==> src/inc/ppm_pkg.sv <==
// package: register map, field positions and carrier types of the port pin mux
package ppm_pkg;
  localparam int ADDR_W = 4;
  localparam int DATA_W = 8;
  // register offsets
  localparam logic [3:0] OFS_P6_DATA = 4'h0;
  localparam logic [3:0] OFS_P6_DIRECTION = 4'h1;
  localparam logic [3:0] OFS_P6_PULLUP = 4'h2;
  localparam logic [3:0] OFS_P6_CONFIG = 4'h3;
  localparam logic [3:0] OFS_P7_PIN_LEVELS = 4'h4;
  localparam logic [3:0] OFS_P7_DIRECTION = 4'h5;
  localparam logic [3:0] OFS_P7_OUTPUT_DATA = 4'h6;
  localparam logic [3:0] OFS_PERIPH_CTRL = 4'h7;
  localparam logic [3:0] OFS_PORTB_DIRECTION = 4'h8;
  // reset values
  localparam logic [7:0] RST_ZERO = 8'h00;
  // p6 config fields
  localparam int BIT_PULLUP_STRENGTH = 5;
  localparam int BIT_HW_STANDBY = 0;
  // peripheral control fields
  localparam int BIT_COMPARE_A_OE = 0;
  localparam int BIT_CLK_SEL_LO = 1;
  localparam int BIT_CLK_SEL_HI = 2;
  localparam int BIT_EXT_OUT_SEL = 3;
  localparam int BIT_TIMER_Y_OE = 4;
  localparam int LSB_OUTPUT_SELECT = 4;
  localparam logic [1:0] CLK_SEL_EXTERNAL = 2'h3;
  localparam logic [7:0] READ_UNMAPPED = 8'h00;

  typedef struct packed {
    logic compare_a_output_enable;
    logic [1:0] clock_select;
    logic extended_output_select;
    logic timer_y_output_enable;
    logic [3:0] output_select_field;
  } ppm_periph_type;

  typedef struct packed {
    logic capture_b_input;
    logic capture_a_input;
    logic timer_y_ext_input;
    logic timer_x_ext_input;
    logic free_timer_clock_input;
    logic [3:0] key_wakeup_in;
  } ppm_periph_in_type;
endpackage

==> src/rtl/ppm_port_mux.sv <==
// port six (pins 3..0) and port seven pin logic with register slave
//
// What this block does
// - P6 pin3 direction bit selects in/out; capture-B and wakeup-3 always see pin.
// - P6 pin2 direction selects in/out; capture-A, timer-Y input, wakeup-2 see pin.
// - P6 pin1 drives compare-A output when enabled, else direction selects in/out.
// - Wakeup-1 always sees P6 pin1 level whatever its function.
// - P6 pin0 feeds free timer clock when external clock selected.
// - Timer-X input and wakeup-0 always see P6 pin0 level.
// - Each port-six pull-up is switched per bit by software.
// - Strength bit selects current specification of all port-six pull-ups.
// - Pull-up forced off while pin serves a peripheral output.
// - Pull-ups off in reset and hardware standby; else input, dir 0, control 1.
// - Port-seven level register always reads synchronised pin levels.
// - Writing the port-seven level address updates port-B direction instead.
// - Write-only port-seven direction: 1 output, 0 input, reset 0.
// - Port-seven output data resets to 0, always readable and writable.
// - P7 pin7 drives timer-X extended output when selected and field nonzero.
// - P7 pin6 drives timer-Y output when enabled and field nonzero.
// - Port-six read gives data for bits with direction 1, pin levels for bits with direction 0.
//
// The placing of the registers and strobed register access are this design's own decisions.
`timescale 1ns/1ps
`default_nettype none
module ppm_port_mux (
  input wire logic i_mclk,
  input wire logic i_rst_n,
  input wire logic [3:0] i_addr,
  input wire logic [7:0] i_wdata,
  input wire logic i_wr,
  input wire logic i_rd,
  output logic [7:0] o_rdata,
  input wire logic [3:0] i_p6_pin,
  output logic [3:0] o_p6_out,
  output logic [3:0] o_p6_oe,
  output logic [3:0] o_p6_pullup_en,
  output logic o_pullup_strength_select,
  input wire logic [7:0] i_p7_pin,
  output logic [7:0] o_p7_out,
  output logic [7:0] o_p7_oe,
  output logic [7:0] o_portb_direction,
  input wire logic i_compare_a_output,
  input wire logic i_timer_x_extended_output,
  input wire logic i_timer_y_output,
  output ppm_pkg::ppm_periph_in_type o_periph_in
);
  // ----------------------------------------------------------------
  // register state
  // ----------------------------------------------------------------
  logic [3:0] p6_data;
  logic [3:0] p6_direction;
  logic [3:0] p6_pullup_control;
  logic [7:0] p6_config;
  logic [7:0] port7_direction;
  logic [7:0] port7_output_data;
  logic [7:0] periph_ctrl;
  logic [7:0] portb_direction;
  logic [7:0] rdata;
  logic [3:0] next_p6_data;
  logic [3:0] next_p6_direction;
  logic [3:0] next_p6_pullup_control;
  logic [7:0] next_p6_config;
  logic [7:0] next_port7_direction;
  logic [7:0] next_port7_output_data;
  logic [7:0] next_periph_ctrl;
  logic [7:0] next_portb_direction;
  logic [7:0] next_rdata;

  logic [3:0] p6_sync;
  logic [7:0] p7_sync;
  logic [3:0] p6_is_input;
  logic [3:0] p6_periph_sel;
  logic [3:0] p6_periph_out;
  logic [7:0] p7_periph_sel;
  logic [7:0] p7_periph_out;
  ppm_pkg::ppm_periph_type periph;

  function automatic logic hit(input logic [3:0] a, input logic [3:0] ofs);
    hit = (a == ofs);
  endfunction

  // ----------------------------------------------------------------
  // pin synchronisers
  // ----------------------------------------------------------------
  ppm_sync #(.W(4)) u_sync6 (
    .i_mclk(i_mclk),
    .i_rst_n(i_rst_n),
    .i_async(i_p6_pin),
    .o_sync(p6_sync)
  );

  ppm_sync #(.W(8)) u_sync7 (
    .i_mclk(i_mclk),
    .i_rst_n(i_rst_n),
    .i_async(i_p7_pin),
    .o_sync(p7_sync)
  );

  // ----------------------------------------------------------------
  // peripheral control decode
  // ----------------------------------------------------------------
  always_comb begin
    periph.compare_a_output_enable = periph_ctrl[ppm_pkg::BIT_COMPARE_A_OE];
    periph.clock_select = {periph_ctrl[ppm_pkg::BIT_CLK_SEL_HI],
                           periph_ctrl[ppm_pkg::BIT_CLK_SEL_LO]};
    periph.extended_output_select = periph_ctrl[ppm_pkg::BIT_EXT_OUT_SEL];
    periph.timer_y_output_enable = periph_ctrl[ppm_pkg::BIT_TIMER_Y_OE];
    periph.output_select_field = periph_ctrl[ppm_pkg::LSB_OUTPUT_SELECT +: 4];
  end

  // ----------------------------------------------------------------
  // pin function select
  // ----------------------------------------------------------------
  always_comb begin
    p6_periph_sel = 4'h0;
    p6_periph_out = 4'h0;
    p6_periph_sel[1] = periph.compare_a_output_enable;
    p6_periph_out[1] = i_compare_a_output;
    p7_periph_sel = 8'h00;
    p7_periph_out = 8'h00;
    p7_periph_sel[7] = periph.extended_output_select & (|periph.output_select_field);
    p7_periph_out[7] = i_timer_x_extended_output;
    p7_periph_sel[6] = periph.timer_y_output_enable & (|periph.output_select_field);
    p7_periph_out[6] = i_timer_y_output;
  end

  genvar g;
  generate
    for (g = 0; g < 4; g++) begin : g_p6
      ppm_pin_cell u_cell (
        .i_direction(p6_direction[g]),
        .i_data(p6_data[g]),
        .i_periph_sel(p6_periph_sel[g]),
        .i_periph_out(p6_periph_out[g]),
        .o_out(o_p6_out[g]),
        .o_oe(o_p6_oe[g]),
        .o_is_input(p6_is_input[g])
      );
    end
    for (g = 0; g < 8; g++) begin : g_p7
      ppm_pin_cell u_cell (
        .i_direction(port7_direction[g]),
        .i_data(port7_output_data[g]),
        .i_periph_sel(p7_periph_sel[g]),
        .i_periph_out(p7_periph_out[g]),
        .o_out(o_p7_out[g]),
        .o_oe(o_p7_oe[g]),
        .o_is_input()
      );
    end
  endgenerate

  // ----------------------------------------------------------------
  // peripheral inputs and pull-ups
  // ----------------------------------------------------------------
  always_comb begin
    o_periph_in.capture_b_input = p6_sync[3];
    o_periph_in.capture_a_input = p6_sync[2];
    o_periph_in.timer_y_ext_input = p6_sync[2];
    o_periph_in.timer_x_ext_input = p6_sync[0];
    // clock only passes when the free timer asks for an external source
    o_periph_in.free_timer_clock_input =
      (periph.clock_select == ppm_pkg::CLK_SEL_EXTERNAL) & p6_sync[0];
    o_periph_in.key_wakeup_in = p6_sync;
  end

  // hardware standby comes from a software-visible bit here since the block has no mode pin;
  // the gate is a plain AND so reset (regs at zero) also forces every pull-up off
  assign o_p6_pullup_en = p6_is_input & ~p6_direction & p6_pullup_control
                          & {4{~p6_config[ppm_pkg::BIT_HW_STANDBY]}};
  assign o_pullup_strength_select = p6_config[ppm_pkg::BIT_PULLUP_STRENGTH];
  assign o_portb_direction = portb_direction;

  // ----------------------------------------------------------------
  // register writes and reads
  // ----------------------------------------------------------------
  always_comb begin
    next_p6_data = p6_data;
    next_p6_direction = p6_direction;
    next_p6_pullup_control = p6_pullup_control;
    next_p6_config = p6_config;
    next_port7_direction = port7_direction;
    next_port7_output_data = port7_output_data;
    next_periph_ctrl = periph_ctrl;
    next_portb_direction = portb_direction;
    next_rdata = ppm_pkg::READ_UNMAPPED;
    if (i_wr) begin
      if (hit(i_addr, ppm_pkg::OFS_P6_DATA)) begin
        next_p6_data = i_wdata[3:0];
      end
      if (hit(i_addr, ppm_pkg::OFS_P6_DIRECTION)) begin
        next_p6_direction = i_wdata[3:0];
      end
      if (hit(i_addr, ppm_pkg::OFS_P6_PULLUP)) begin
        next_p6_pullup_control = i_wdata[3:0];
      end
      if (hit(i_addr, ppm_pkg::OFS_P6_CONFIG)) begin
        next_p6_config = i_wdata;
      end
      if (hit(i_addr, ppm_pkg::OFS_P7_PIN_LEVELS)) begin
        next_portb_direction = i_wdata;
      end
      if (hit(i_addr, ppm_pkg::OFS_P7_DIRECTION)) begin
        next_port7_direction = i_wdata;
      end
      if (hit(i_addr, ppm_pkg::OFS_P7_OUTPUT_DATA)) begin
        next_port7_output_data = i_wdata;
      end
      if (hit(i_addr, ppm_pkg::OFS_PERIPH_CTRL)) begin
        next_periph_ctrl = i_wdata;
      end
    end
    if (i_rd) begin
      if (hit(i_addr, ppm_pkg::OFS_P6_DATA)) begin
        next_rdata = {4'h0, (p6_direction & p6_data) | (~p6_direction & p6_sync)};
      end
      if (hit(i_addr, ppm_pkg::OFS_P6_DIRECTION)) begin
        next_rdata = {4'h0, p6_direction};
      end
      if (hit(i_addr, ppm_pkg::OFS_P6_PULLUP)) begin
        next_rdata = {4'h0, p6_pullup_control};
      end
      if (hit(i_addr, ppm_pkg::OFS_P6_CONFIG)) begin
        next_rdata = p6_config;
      end
      if (hit(i_addr, ppm_pkg::OFS_P7_PIN_LEVELS)) begin
        next_rdata = p7_sync;
      end
      // direction is write-only and reads as zero
      if (hit(i_addr, ppm_pkg::OFS_P7_OUTPUT_DATA)) begin
        next_rdata = port7_output_data;
      end
      if (hit(i_addr, ppm_pkg::OFS_PERIPH_CTRL)) begin
        next_rdata = periph_ctrl;
      end
    end
  end

  always_ff @(posedge i_mclk or negedge i_rst_n) begin
    if (!i_rst_n) begin
      p6_data <= 4'h0;
      p6_direction <= 4'h0;
      p6_pullup_control <= 4'h0;
      p6_config <= ppm_pkg::RST_ZERO;
      port7_direction <= ppm_pkg::RST_ZERO;
      port7_output_data <= ppm_pkg::RST_ZERO;
      periph_ctrl <= ppm_pkg::RST_ZERO;
      portb_direction <= ppm_pkg::RST_ZERO;
      rdata <= ppm_pkg::RST_ZERO;
    end else begin
      p6_data <= next_p6_data;
      p6_direction <= next_p6_direction;
      p6_pullup_control <= next_p6_pullup_control;
      p6_config <= next_p6_config;
      port7_direction <= next_port7_direction;
      port7_output_data <= next_port7_output_data;
      periph_ctrl <= next_periph_ctrl;
      portb_direction <= next_portb_direction;
      rdata <= next_rdata;
    end
  end

  assign o_rdata = rdata;
endmodule // ppm_port_mux
`default_nettype wire

==> src/rtl/ppm_sync.sv <==
// three-flop pin synchroniser with agreement filter
`timescale 1ns/1ps
`default_nettype none
module ppm_sync #(
  parameter int W = 8
) (
  input wire logic i_mclk,
  input wire logic i_rst_n,
  input wire logic [W-1:0] i_async,
  output logic [W-1:0] o_sync
);
  logic [W-1:0] meta;
  logic [W-1:0] stage2;
  logic [W-1:0] stage3;
  logic [W-1:0] level;
  logic [W-1:0] next_level;

  // a change counts once stages two and three agree; stage one feeds only stage two
  always_comb begin
    next_level = level;
    for (int i = 0; i < W; i++) begin
      if (stage2[i] == stage3[i]) begin
        next_level[i] = stage3[i];
      end
    end
  end

  always_ff @(posedge i_mclk or negedge i_rst_n) begin
    if (!i_rst_n) begin
      meta <= '0;
      stage2 <= '0;
      stage3 <= '0;
      level <= '0;
    end else begin
      meta <= i_async;
      stage2 <= meta;
      stage3 <= stage2;
      level <= next_level;
    end
  end

  assign o_sync = level;
endmodule // ppm_sync
`default_nettype wire

==> src/rtl/ppm_pin_cell.sv <==
// one pin: function mux between general output and peripheral output
`timescale 1ns/1ps
`default_nettype none
module ppm_pin_cell (
  input wire logic i_direction,
  input wire logic i_data,
  input wire logic i_periph_sel,
  input wire logic i_periph_out,
  output logic o_out,
  output logic o_oe,
  output logic o_is_input
);
  // a peripheral output overrides the direction bit entirely
  assign o_out = i_periph_sel ? i_periph_out : i_data;
  assign o_oe = i_periph_sel | i_direction;
  assign o_is_input = ~o_oe;
endmodule // ppm_pin_cell
`default_nettype wire

==> config.mk <==
export PLATFORM = sky130hd
export DESIGN_NAME = ppm_port_mux
export DESIGN_NICKNAME = d
export VERILOG_FILES = /design/src/inc/ppm_pkg.sv /design/src/rtl/ppm_port_mux.sv /design/src/rtl/ppm_sync.sv /design/src/rtl/ppm_pin_cell.sv
export SDC_FILE = /design/constraint.sdc
export NUM_CORES = 1
export LEC_CHECK = 0
export BUFFER_PORTS_ARGS = -buffer_cell sky130_fd_sc_hd__buf_2
export CAP_MARGIN = 10
export CORE_MARGIN = 4
export CORE_UTILIZATION = 42
export CTS_CLUSTER_SIZE = 24
export DETAILED_ROUTE_END_ITERATION = 7
export GPL_TIMING_DRIVEN = 0
export HOLD_SLACK_MARGIN = 0.03
export PLACE_DENSITY = 0.62
export SYNTH_ARGS = -nofsm -noshare
export SYNTH_HDL_FRONTEND = slang
export SYNTH_SLANG_ARGS = --single-unit
==> constraint.sdc <==
create_clock -name i_mclk -period 1.9 [get_ports i_mclk]
set_clock_uncertainty 0.1 [all_clocks]
set_input_delay 0.19 -clock i_mclk [delete_from_list [all_inputs] [get_ports i_mclk]]
set_output_delay 0.19 -clock i_mclk [all_outputs]
set_load 0.03 [all_outputs]
==> results by group, run 1 <==
Run status
  • Status: finished with violations
  • Failing checks: negative setup slack

Layout
  • Filler cells: 847
  • Most frequent cells in the layout: dfrtp_1, buf_2, mux2_2, buf_4, dlygate4sd3_1
  • ANT cells: 0
  • Final Util: roughly 54%
  • Leading cell type in the layout, fill and taps excluded: dfrtp_1
  • Fraction of layout cells with a size suffix above 1: 48.47%
  • Nets: around 450
  • Area growth from synthesis to layout: 23.82%
  • Storage cell area: between 2000 and 3000 µm²
  • Area of the multi-input gates: between 1000 and 1500 µm²

Yosys
  • Syn_area_per_cell: approximately 14 µm²
  • Post-synth top area share: between 60% and 70%
  • Area of the mapped netlist: about 4300 µm²
  • Area contributors post-synth: dfrtp_1, mux2_2, buf_4
  • Seq/Total Area, Yosys: around 62%
  • Fraction of registers with async set/reset: 100.0%
  • Mux contribution to synthesized area: around 15%
  • Yosys warnings: 0
  • Synth Instances: a little over 300
  • Post-synthesis cell type count: between 40 and 50
  • Syn nets: 337
  • Adder-Cell Fraction of Synth Area: under 10%
  • Largest family of logic cells by synthesized area: multiplexers
  • Post-synthesis xor/xnor area fraction: 0%
  • Post-synthesis simple-gate area fraction: 7.188%
  • Synth Flop Type: dfrtp_1
  • Number of synthesized register bits: 108
  • Compound-Gate Fraction of Synth Area: 6.755%
  • Largest area contributor in the netlist: dfrtp_1
  • Post-synth EDFFs: 0

Critical path
  • CP delay by family, top: flip-flops
  • Bufs and invs on worst path: 1
  • Slowest stage delay, CP: approximately 0.42 ns
  • Critical path arrival: about 1.7 ns
  • Critical path fanouts, max: 2
  • Critical path's slowest cell: dfrtp_1
  • Worst path required time: about 1.6 ns
  • Crit Path Category: reg -> out
  • Worst Setup SP: periph_ctrl[6]
  • Crit-path cells: o41ai_4 > mux2_4 > buf_6
  • CP startpoint kind: flip-flop
  • CP Capture Type: output pin
  • Crit Reg-Reg Startpoint: p6_direction[3]

Routing
  • Post-route DRC violation count: 0
  • Vias: 2802
  • Post-route ant nets: 0
  • DR iter-0 viols: approximately 140
  • Wirelength, routed: 9.319 mm
  • Routed vias/inst: 5.022
  • 1st-pass router iterations: 4
  • Routed WL per cell: around 17 µm

Placement
  • RePlAce Congestion: between 0.8 and 0.9
  • Hpwl dp: roughly 6.3 mm
  • Port Buffers: 82

Power
  • Pwr/cell area: around 1100 nW/µm²
  • Lkg Pwr: ~2.5 nW
  • Power Total: around 0.0057 W
  • VDD IR-drop max: 0.5915 mV

Clocking
  • H-tree depth: 3
  • Maximum root-to-sink buffer count: 2
  • TritonCTS Sinks: approximately 110
  • CTS buffer count: 9
  • Clk Latency, worst-skew pair: ~0.37 ns
  • Root Driver: clkbuf_8
  • Clk slew on worst S/H paths: about 0.09 ns
  • TritonCTS clock tree: done

Timing
  • Final hold vios: 0
  • RSZ-0062 raised after global routing: true
  • Max Transition Viols Final: 0
  • Setup violators final: 1
  • Fmax achieved: between 0.5 and 0.6 GHz
  • Final TNS setup: -0.05472 ns
  • Slew margin rel.: 58.14%
  • Period utilization: 102.9%
  • Minimum period implied by the final worst setup slack: 1.955 ns
  • Worst-Margin Slew: roughly 0.63 ns
  • Final worst setup slack: -0.05472 ns

Die
  • Die height: 109.6 µm
  • Ports: 85
  • Cell Rows: 36
  • Core ar.: 9910 µm²
  • Initial Utilization: a little over two fifths
  • Full die area: around 12000 µm²
  • DIE WIDTH: about 110 µm

Global routing
  • GRT Max-Usage Layer: met2
  • GRT Total Usage: between 10% and 20%
  • Met1 Resource Use GR: approximately 22%
  • GR met3 Demand/Resource: a little under 4%
  • Met2 usage: approximately a quarter
  • Global-route wire length before repair: between 10 and 15 mm
  • Largest net degree at the start of global routing: 63
  • Initial antenna violation count: 0
  • Vias in the first global route: 2883
  • Global route total overflow: 0

Run
  • Max_cap viols: 0

Hold path
  • Hold crit path type: in -> reg
  • Min-delay src: i_wdata[1]
[cells in the mapped netlist, types with 2 or more instances]
master      n
a21oi_1     6
nor2b_1     6
inv_1       3
and2_1      2
o32ai_1     2
nand2_1     7
nand3_1     3
a22oi_1     2
a32oi_1     3
mux2_2     56
o211a_1     3
maj3_1     12
nand2b_1    2
buf_2       8
o211ai_1    4
dfrtp_1   108
nor3b_1     8
nor2_1      8
o21ai_0     9
or2_2       2
buf_4      28
o32a_1      2
[area by class of cell]
type,instances,area share (%)
plain buffers,36,4.663
clock buffers,11,2.635
clock inverters,5,0.6761
inverters,3,0.2098
multi-input cells,157,25.90
flip-flops and latches,108,50.41
well taps,133,3.101
repair buffers,105,12.40
[sequential cells by signal (all words and copies together), names as in the netlist]
register / flops
o_portb_direction: 8
o_rdata: 8
p6_config: 8
periph_ctrl: 8
port7_direction: 8
port7_output_data: 8
u_sync7.meta: 8
u_sync7.o_sync: 8
u_sync7.stage2: 8
u_sync7.stage3: 8
p6_data: 4
p6_direction: 4
p6_pullup_control: 4
u_sync6.meta: 4
u_sync6.o_sync: 4
u_sync6.stage2: 4
u_sync6.stage3: 4
[stage by stage]
step | instance area [µm²] | instances | hold slack, ns | worst slack (ns)
final | 5366 | 558 | 0.07650 | -0.05472
after global routing | 5366 | 558 | 0.06926 | -0.1230
after CTS | 5343 | 557 | 0.05339 | -0.07211
after detailed placement | 4941 | 522 | 0.1479 | -0.1839
after global placement | 4911 | 521 | 0.1975 | -0.6421
after floorplan | 4334 | 306 | -0.2056 | 0.1872
[report_power, final]
| group | leakage [nW] | switching, W | total, W | internal (W) |
|---|---|---|---|---|
| clock | 0.0937 | 0.000759 | 0.00128 | 0.000519 |
| sequential | 1.30 | 0.000250 | 0.00288 | 0.00263 |
| combinational | 1.12 | 0.000819 | 0.00153 | 0.000715 |
[per-layer routing]
layer,routed length (µm),part of all wire (%),vias up
li1,-,-,1297
met1,4258,46,1408
met2,4410,47,86
met3,520,5.6,11
met4,129,1.4,0
met5,0,0,-
[worst register-to-register path: cells and delay by family (launching register included)]
| kind | cells | cell delay (ns) |
|---|---|---|
| simple gates | 1 | 0.17 |
| flops | 1 | 0.44 |
| compound gates | 3 | 0.58 |
[cell families (layout without fill, tap and decap cells)]
| group | count (synthesis) | count (layout) |
|---|---|---|
| buffers and inverters | 41 | 160 |
| AND/OR/NAND/NOR | 49 | 49 |
| AO/OA/AOI/OAI | 40 | 40 |
| adder cells (fa/ha/maj) | 12 | 12 |
| flip-flops | 108 | 108 |
| multiplexers | 56 | 56 |
[final timing paths]
path / slack (ns) / depth (start not counted) / to
max in group asynchronous: 0.71 / 3 / periph_ctrl[4]
max: -0.05 / 3 / o_p7_out[7]
min reg2reg: 0.25 / 0 / u_sync6.stage2[0]
max reg2reg: 0.53 / 4 / o_rdata[3]
min: 0.08 / 2 / p6_config[1]
min in group asynchronous: 0.28 / 2 / u_sync6.stage2[0]
[what timing repair did]
action / in CTS / in global routing
hold endpoints to repair: 82 / 0
gates resized for setup: 8 / 4
setup endpoints to repair: 2 / 3
hold buffers: 18 / 0
pin swaps: 1 / 0
buffers inserted: 3 / 1
Power figures use the tool's default switching activity.
==> run 2: changes to the inputs <==
--- a/config.mk
+++ b/config.mk
@@ -5,6 +5,7 @@
 export SDC_FILE = /design/constraint.sdc
 export NUM_CORES = 1
 export LEC_CHECK = 0
+export ABC_AREA = 1
 export BUFFER_PORTS_ARGS = -buffer_cell sky130_fd_sc_hd__buf_2
 export CAP_MARGIN = 10
 export CORE_MARGIN = 4
@@ -13,7 +14,7 @@
 export DETAILED_ROUTE_END_ITERATION = 7
 export GPL_TIMING_DRIVEN = 0
 export HOLD_SLACK_MARGIN = 0.03
-export PLACE_DENSITY = 0.62
+export PLACE_DENSITY = 0.63
 export SYNTH_ARGS = -nofsm -noshare
 export SYNTH_HDL_FRONTEND = slang
 export SYNTH_SLANG_ARGS = --single-unit
==> run 2 against run 1 <==
  * The run now ends clean
  * Routed wire length decreased by 0.38%
  * Global-route usage increased by 0.54 points
  * Sequential share of layout area increased by 0.96 points
  * Clock power decreased by 7%
  * Synthesized area decreased by 2.7%
  * First-iteration DRC count increased by 40%
  * Maximum frequency increased by 7.7%
  * Critical path type unchanged
  * Critical endpoint is now o_p7_oe[7]
==> results by group, run 2 <==
Run status
  • Status: complete, no violations (was finished with violations)

Routing
  • Routed WL per cell: 13.86 µm (was 16.70 µm)
  • 1st-pass router iterations: 4 (unchanged)
  • Post-route DRC violation count: 0 (unchanged)
  • Routed vias/inst: 4.652 (was 5.022)
  • Post-route ant nets: 0 (unchanged)
  • DR iter-0 viols: 197 (was 141)
  • Vias: 3117 (was 2802)
  • Wirelength, routed: 9.284 mm (was 9.319 mm)

Global routing
  • Vias in the first global route: 3121 (was 2883)
  • Largest net degree at the start of global routing: 74 (was 63)
  • GRT Total Usage: 17.12% (was 16.58%)
  • Global route total overflow: 0 (unchanged)
  • Initial antenna violation count: 0 (unchanged)
  • Global-route wire length before repair: 15.47 mm (was 14.95 mm)

Clocking
  • Root Driver: clkbuf_8 (unchanged)
  • TritonCTS clock tree: done (unchanged)
  • H-tree depth: 3 (unchanged)
  • Clk Latency, worst-skew pair: 0.35 ns (was 0.37 ns)
  • CTS buffer count: 9 (unchanged)
  • Clk slew on worst S/H paths: 0.10 ns (was 0.09 ns)
  • Maximum root-to-sink buffer count: 2 (unchanged)
  • TritonCTS Sinks: 108 (unchanged)

Yosys
  • Adder-Cell Fraction of Synth Area: 2.850% (was 2.771%)
  • Syn_area_per_cell: 10.26 µm² (was 14.16 µm²)
  • Compound-Gate Fraction of Synth Area: 8.519% (was 6.755%)
  • Largest area contributor in the netlist: dfrtp_1 (unchanged)
  • Seq/Total Area, Yosys: 64.11% (was 62.36%)
  • Post-synth top area share: 64.11% (was 62.36%)
  • Commonest cells in the synthesized netlist: dfrtp_1, nand2_1, o21ai_0, inv_1, nor2_1 (was dfrtp_1, mux2_2, buf_4, maj3_1, o21ai_0)
  • Fraction of registers with async set/reset: 100.0% (unchanged)
  • Post-synth EDFFs: 0 (unchanged)
  • Mux contribution to synthesized area: 0% (was 14.55%)
  • Count leader, synth: dfrtp_1 (unchanged)
  • Syn nets: 442 (was 337)
  • Yosys warnings: 0 (unchanged)
  • Post-synthesis cell type count: 22 (was 44)
  • Synth Instances: 411 (was 306)
  • Number of synthesized register bits: 108 (unchanged)
  • Synth Flop Type: dfrtp_1 (unchanged)
  • Post-synthesis simple-gate area fraction: 15.61% (was 7.188%)
  • Post-synthesis xor/xnor area fraction: 0% (unchanged)
  • Largest family of logic cells by synthesized area: simple AND/OR/NAND/NOR gates (was multiplexers)
  • Area contributors post-synth: dfrtp_1, nand2_1, o21ai_0 (was dfrtp_1, mux2_2, buf_4)
  • Area of the mapped netlist: 4215 µm² (was 4334 µm²)

Placement
  • Hpwl dp: 6.715 mm (was 6.328 mm)
  • Port Buffers: 84 (was 82)
  • RePlAce Congestion: 0.8563 (was 0.8602)
  • Dpl ws: 0.2146 ns (was -0.1839 ns)
  • Placed inst area: 4832 µm² (was 4941 µm²)

Layout
  • Filler cells: 907 (was 847)
  • Fraction of layout cells with a size suffix above 1: 28.31% (was 48.47%)
  • Storage cell area: 2703 µm² (was 2705 µm²)
  • Area growth from synthesis to layout: 24.81% (was 23.82%)
  • Final instance area: 5261 µm² (was 5366 µm²)
  • Leading cell type in the layout, fill and taps excluded: dfrtp_1 (unchanged)
  • ANT cells: 0 (unchanged)
  • Most frequent cells in the layout: dfrtp_1, nand2_1, buf_2, o21ai_0, buf_4 (was dfrtp_1, buf_2, mux2_2, buf_4, dlygate4sd3_1)
  • Area of the multi-input gates: 1146 µm² (was 1390 µm²)
  • Nets: 564 (was 451)

Critical path
  • Bufs and invs on worst path: 4 (was 1)
  • Critical path arrival: 1.53 ns (was 1.66 ns)
  • Critical path depth: 7 (was 3)
  • Critical path fanouts, max: 3 (was 2)
  • R2r worst-path depth: 7 (was 4)
  • Crit-path cells: inv_2 > nand3_2 > o21ai_2 > buf_4 > nand2_1 > buf_4 > buf_6 (was o41ai_4 > mux2_4 > buf_6)
  • Slowest stage delay, CP: 0.41 ns (was 0.42 ns)
  • Reg2Reg Setup Slack: 0.64 ns (was 0.53 ns)
  • CP startpoint kind: flip-flop (unchanged)
  • Most Frequent Cell on Critical Path: buf_4
  • Crit Reg-Reg Startpoint: p6_direction[2] (was p6_direction[3])
  • Worst path required time: 1.61 ns (about the same)
  • Critical path's slowest cell: dfrtp_1 (unchanged)
  • Crit Path Category: reg -> out (unchanged)
  • CP delay by family, top: buffers and inverters (was flip-flops)
  • CP Capture Type: output pin (unchanged)
  • Reg2reg end: o_rdata[2] (was o_rdata[3])

Timing
  • Final hold vios: 0 (unchanged)
  • Final TNS setup: 0 ns (was -0.05472 ns)
  • Hold Worst Slack: 0.1242 ns (was 0.07650 ns)
  • Slew margin rel.: 67.96% (was 58.14%)
  • Minimum period implied by the final worst setup slack: 1.815 ns (was 1.955 ns)
  • Setup violators final: 0 (was 1)
  • Final worst setup slack: 0.08476 ns (was -0.05472 ns)
  • Worst-Margin Slew: 0.4805 ns (was 0.6279 ns)
  • Max Transition Viols Final: 0 (unchanged)
  • RSZ-0062 raised after global routing: true (unchanged)
  • Fmax achieved: 0.5509 GHz (was 0.5116 GHz)
  • Period utilization: 95.54% (was 102.9%)

Power
  • Flop pwr share: 51.6% (was 50.6%)
  • Power share of the combinational group: 26.6% (was 27.0%)
  • Pwr/cell area: 1036 nW/µm² (was 1060 nW/µm²)
  • Clock share of power: 21.8% (was 22.5%)
  • VDD IR-drop max: 0.4006 mV (was 0.5915 mV)
  • Psw: 0.001808 W (was 0.001828 W)
  • Lkg Pwr: 2.613 nW (was 2.521 nW)
  • Pint: 0.003642 W (was 0.003862 W)
  • Net Sw Frac: 33.17% (was 32.13%)

Die
  • Cell Rows: 36 (unchanged)
  • Ports: 85 (unchanged)
  • DIE WIDTH: 108.2 µm (was 109.6 µm)
  • Die height: 108.2 µm (was 109.6 µm)
  • Initial Utilization: 43.13% (was 43.74%)
  • Core ar.: 9774 µm² (was 9910 µm²)
  • Full die area: 11700 µm² (was 12010 µm²)

Hold path
  • WHS Path Cells: 4 (was 2)
  • Min-delay src: i_addr[3] (was i_wdata[1])
  • Hold crit path type: in -> reg (unchanged)
  • Hold EP: o_rdata[5] (was p6_config[1])

Run
  • Max_cap viols: 0 (unchanged)
==> run 2: how the worst max path moves through the flow <==
stage,startpoint,endpoint,slack [ns]
2_1_floorplan,periph_ctrl[0],o_p6_pullup_en[1],0.38
3_3_place_gp,i_rst_n,u_sync7.o_sync[4],-0.64
3_5_place_dp,i_addr[2],port7_output_data[7],0.21
4_1_cts,periph_ctrl[7],o_p7_out[7],0.02
5_1_grt,periph_ctrl[7],o_p7_out[7],-0.02
6_report,periph_ctrl[7],o_p7_oe[7],0.08
==> run 2: tightest hold or removal path: cells and delay by family <==
kind                   cells  cell delay [ns]
buffers and inverters      1             0.14
AOI/OAI and AO/OA          1             0.07
and+or+nand+nor            2             0.14
==> run 2: timing repair <==
| action | in CTS | in global routing |
|---|---|---|
| buffers inserted | 0 | 4 |
| gates resized for setup | 2 | 9 |
| endpoints found under the setup margin | 2 | 1 |
| hold endpoints to repair | 65 | 0 |
| hold buffers | 22 | 0 |
| pin swaps | 0 | 1 |
==> run 2: through the flow <==
step / power [W] / cells / util, %
after floorplan: 0.003775 / 411 / -
after global placement: 0.004184 / 628 / 49.13
after detailed placement: 0.004228 / 629 / 49.44
after CTS: 0.005459 / 666 / 53.34
after global routing: 0.005768 / 670 / 53.83
final: 0.005449 / 670 / 53.83
==> run 2: cells by family after synthesis <==
group                      count (synthesis)
AOI/OAI and AO/OA                         71
adders and majority gates                 12
buffers and inverters                     69
DFF                                      108
and+or+nand+nor                          151
==> run 2: cell type report <==
class | instances | area share [%]
Buffer | 34 | 4.637
Clock buffer | 10 | 2.426
Timing Repair Buffer | 111 | 13.56
Tap cell | 133 | 3.163
Clock inverter | 5 | 0.5707
Multi-Input combinational cell | 234 | 21.78
Sequential cell | 108 | 51.37
Inverter | 35 | 2.497
==> run 2: power groups by stage <==
stage	sequential (W)	clock (W)	combinational, W
after global placement	0.00285	0	0.00134
after CTS	0.00281	0.00123	0.00141
after global routing	0.00286	0.00132	0.00159
after floorplan	0.00291	0	0.000860
final	0.00281	0.00119	0.00145
after detailed placement	0.00286	0	0.00137
==> run 2: routing by layer <==
layer,part of all wire [%],track usage [%]
met1,47,23.66
met2,48,27.22
met3,3.9,2.746
met4,1.2,6.763
met5,0,0
==> run 3: changes to the inputs <==
--- a/config.mk
+++ b/config.mk
@@ -14,7 +14,8 @@
 export DETAILED_ROUTE_END_ITERATION = 7
 export GPL_TIMING_DRIVEN = 0
 export HOLD_SLACK_MARGIN = 0.03
-export PLACE_DENSITY = 0.63
+export PLACE_DENSITY = 0.62
 export SYNTH_ARGS = -nofsm -noshare
 export SYNTH_HDL_FRONTEND = slang
+export SYNTH_HIERARCHICAL = 1
 export SYNTH_SLANG_ARGS = --single-unit
==> constraint.sdc (replaced) <==
create_clock -name i_mclk -period 1.8 [get_ports i_mclk]
set_clock_uncertainty 0.1 [all_clocks]
set_input_delay 0.18 -clock i_mclk [delete_from_list [all_inputs] [get_ports i_mclk]]
set_output_delay 0.18 -clock i_mclk [all_outputs]
set_load 0.03 [all_outputs]
==> run 3 against run 2 <==
  * Setup slack got worse by 0.033 ns
  * Sequential share of layout area down 2.3 points
  * Register-to-register slack got worse by 0.10 ns
  * Sequential cell count did not move
  * Hold slack improved by 0.012 ns
  * Critical endpoint is now o_p7_out[7]
  * Largest cell class unchanged
  * Sequential power increased by 7.1%
  * Count of clock-buffer cells in the layout is the same
  * Via count is 13% higher
  * Critical path depth decreased by 1
  * Largest power group unchanged
==> results by group, run 3 <==
Routing
  • Routed WL per cell: 12.95 µm (was 13.86 µm)
  • DR iter-0 viols: 172 (was 197)
  • Routed vias/inst: 4.587 (was 4.652)
  • Post-route ant nets: 0 (unchanged)
  • Post-route DRC violation count: 0 (unchanged)
  • Vias: 3514 (was 3117)
  • Wirelength, routed: 9.916 mm (was 9.284 mm)
  • 1st-pass router iterations: 5 (was 4)

Global routing
  • Global-route wire length before repair: 16.62 mm (was 15.47 mm)
  • Largest net degree at the start of global routing: 72 (was 74)
  • Vias in the first global route: 3508 (was 3121)
  • GRT Total Usage: 17.91% (was 17.12%)
  • Initial antenna violation count: 0 (unchanged)
  • Global route total overflow: 0 (unchanged)

Yosys
  • Area of the mapped netlist: 4332 µm² (was 4215 µm²)
  • Yosys warnings: 6 (was 0)
  • Post-synth EDFFs: 0 (unchanged)
  • Synth Instances: 478 (was 411)
  • Area contributors post-synth: dfrtp_1, nand2_1, inv_1 (was dfrtp_1, nand2_1, o21ai_0)
  • Count leader, synth: nand2_1 (was dfrtp_1)
  • Post-synth top area share: 62.39% (was 64.11%)
  • Seq/Total Area, Yosys: 62.39% (was 64.11%)
  • Syn_area_per_cell: 9.062 µm² (was 10.26 µm²)
  • Synth Flop Type: dfrtp_1 (unchanged)
  • Largest area contributor in the netlist: dfrtp_1 (unchanged)
  • Fraction of registers with async set/reset: 100.0% (unchanged)
  • Number of synthesized register bits: 108 (unchanged)
  • Commonest cells in the synthesized netlist: nand2_1, dfrtp_1, inv_1, nor2_1, o21ai_0 (was dfrtp_1, nand2_1, o21ai_0, inv_1, nor2_1)
  • Post-synthesis cell type count: 20 (was 22)

Timing
  • Worst-Margin Slew: 0.5034 ns (was 0.4805 ns)
  • Minimum period implied by the final worst setup slack: 1.748 ns
  • Final hold vios: 0 (unchanged)
  • Setup violators final: 0 (unchanged)
  • Max Transition Viols Final: 0 (unchanged)
  • Period utilization: roughly 100%
  • Slew margin rel.: 66.44% (was 67.96%)
  • Fmax achieved: around 0.57 GHz

Die
  • Ports: 85 (unchanged)
  • Core ar.: 9910 µm² (was 9774 µm²)
  • Cell Rows: 36 (unchanged)
  • DIE WIDTH: 109.6 µm (was 108.2 µm)
  • Full die area: 12000 µm² (was 11700 µm²)
  • Initial Utilization: 43.71% (was 43.13%)
  • Die height: 109.6 µm (was 108.2 µm)

Layout
  • Final instance area: 5510 µm² (was 5261 µm²)
  • Storage cell area: 2703 µm² (unchanged)
  • Filler cells: 928 (was 907)
  • Area growth from synthesis to layout: 27.21% (was 24.81%)
  • Final Util: 55.61% (was 53.83%)
  • ANT cells: 0 (unchanged)
  • Nets: 660 (was 564)
  • Most frequent cells in the layout: nand2_1, dfrtp_1, buf_2, inv_1, nor2_1 (was dfrtp_1, nand2_1, buf_2, o21ai_0, buf_4)
  • Area of the multi-input gates: 1496 µm² (was 1146 µm²)
  • Leading cell type in the layout, fill and taps excluded: nand2_1 (was dfrtp_1)
  • Fraction of layout cells with a size suffix above 1: 21.48% (was 28.31%)

Critical path
  • Worst Setup SP: periph_ctrl[4] (was periph_ctrl[7])
  • Critical path arrival: 1.47 ns (was 1.53 ns)
  • Most Frequent Cell on Critical Path: nand2_2 (was buf_4)
  • CP startpoint kind: flip-flop (unchanged)
  • Critical path's slowest cell: dfrtp_1 (unchanged)
  • Worst path required time: 1.52 ns (was 1.61 ns)
  • Crit Path Category: reg -> out (unchanged)
  • Critical path fanouts, max: 3 (unchanged)
  • Crit Reg-Reg Startpoint: p6_direction[0] (was p6_direction[2])
  • Crit-path cells: inv_2 > a41oi_4 > inv_1 > nand2_2 > nand2_2 > buf_6 (was inv_2 > nand3_2 > o21ai_2 > buf_4 > nand2_1 > buf_4 > buf_6)
  • Slowest stage delay, CP: 0.39 ns (was 0.41 ns)
  • CP Capture Type: output pin (unchanged)

Placement
  • Placed inst area: 5080 µm² (was 4832 µm²)
  • Hpwl dp: 7.262 mm (was 6.715 mm)
  • Port Buffers: 84 (unchanged)
  • RePlAce Congestion: 0.8732 (was 0.8563)

Clocking
  • H-tree depth: 3 (unchanged)
  • Clk Latency, worst-skew pair: 0.37 ns (was 0.35 ns)
  • Post-CTS setup buffer count: 0 (unchanged)
  • CTS buffer count: 9 (unchanged)
  • Root Driver: clkbuf_8 (unchanged)
  • TritonCTS Sinks: 108 (unchanged)
  • Clk slew on worst S/H paths: 0.10 ns (about the same)
  • TritonCTS clock tree: done (unchanged)
  • Maximum root-to-sink buffer count: 2 (unchanged)

Power
  • Pwr/cell area: 1038 nW/µm² (was 1036 nW/µm²)
  • Power Total: 0.005721 W (was 0.005449 W)
  • VDD IR-drop max: 0.4908 mV (was 0.4006 mV)
  • Lkg Pwr: 2.786 nW (was 2.613 nW)

Run
  • Max_cap viols: 0 (unchanged)

Hold path
  • Min-delay src: i_addr[1] (was i_addr[3])
  • Hold crit path type: in -> reg (unchanged)

Run status
  • Status: complete, no violations (unchanged)
-- run 3: cell types whose count changed after synthesis, sizes merged, moves of 2 or more --
cell	before	now
nand3	5	3
a21oi	11	23
a41oi	0	4
nor2	36	55
nand2	98	148
buf	33	9
o21ai	57	51
o22ai	3	0
nor3	5	9
maj3	12	0
inv	35	60
-- run 3: cell families (layout without fill, tap and decap cells) --
logic type,Yosys count,count (layout),synth area share [%]
buffers and inverters,71,191,6.643
AO/OA/AOI/OAI,78,78,9.359
flip-flops,108,108,62.39
other,1,36,0.08657
AND/OR/NAND/NOR,220,220,21.52
-- run 3: area by class of cell --
cell class	count	area share, %
flip-flops and latches	108	49.05
multi-input cells	334	27.16
repair buffers	105	11.92
inverters	60	4.087
well taps	133	3.020
clock buffers	10	2.498
clock inverters	5	1.135
plain buffers	11	1.135
-- run 3: stage by stage --
step / TNS (ns) / worst slack, ns / cells / hold WS (ns)
6_report: 0 / 0.05212 / 766 / 0.1363
5_1_grt: -0.01611 / -0.01611 / 766 / 0.1440
4_1_cts: 0 / 0.05819 / 766 / 0.1181
3_5_place_dp: 0 / 0.1627 / 731 / 0.08874
3_3_place_gp: -74.56 / -0.6976 / 730 / 0.1872
2_1_floorplan: 0 / 0.2960 / 513 / -0.2156
-- run 3: final timing paths --
kind	to	slack, ns	cells past startpoint
worst max register to register	o_rdata[0]	0.54	7
min in group asynchronous	u_sync6/meta[3]	0.22	2
max in group asynchronous	port7_output_data[6]	0.68	3
worst min-delay path	port7_direction[1]	0.14	4
worst min register to register	u_sync6/stage2[2]	0.25	0
worst max-delay path	o_p7_out[7]	0.05	6
-- run 3: where the power goes --
part           total, W  switching, W  leakage, nW  internal, W
clock network   0.00147      0.000794       0.0946     0.000678
registers       0.00301      0.000261         1.32      0.00275
logic           0.00124      0.000818         1.38     0.000418
total           0.00572       0.00187         2.79      0.00385
-- run 3: repair_timing --
item / CTS / global route
pin swaps: 0 / 3
hold endpoints to repair: 62 / 0
gates resized for setup: 1 / 7
hold buffers: 20 / 0
setup endpoints to repair: 1 / 2
-- run 3: worst max-delay path, delay by kind of cell (launching register included) --
| family | cells | cell delay (ns) |
|---|---|---|
| AO/OA/AOI/OAI | 1 | 0.29 |
| AND/OR/NAND/NOR | 2 | 0.14 |
| buffers and inverters | 3 | 0.29 |
| flip-flops | 1 | 0.39 |
-- run 3: routing by layer --
layer | part of all wire, % | wire length [µm] | global-route usage (%)
met5 | 0 | 0 | 0
met4 | 1.6 | 159 | 6.500
met3 | 5.0 | 499 | 2.995
met2 | 50 | 4964 | 30.56
met1 | 43 | 4293 | 23.01
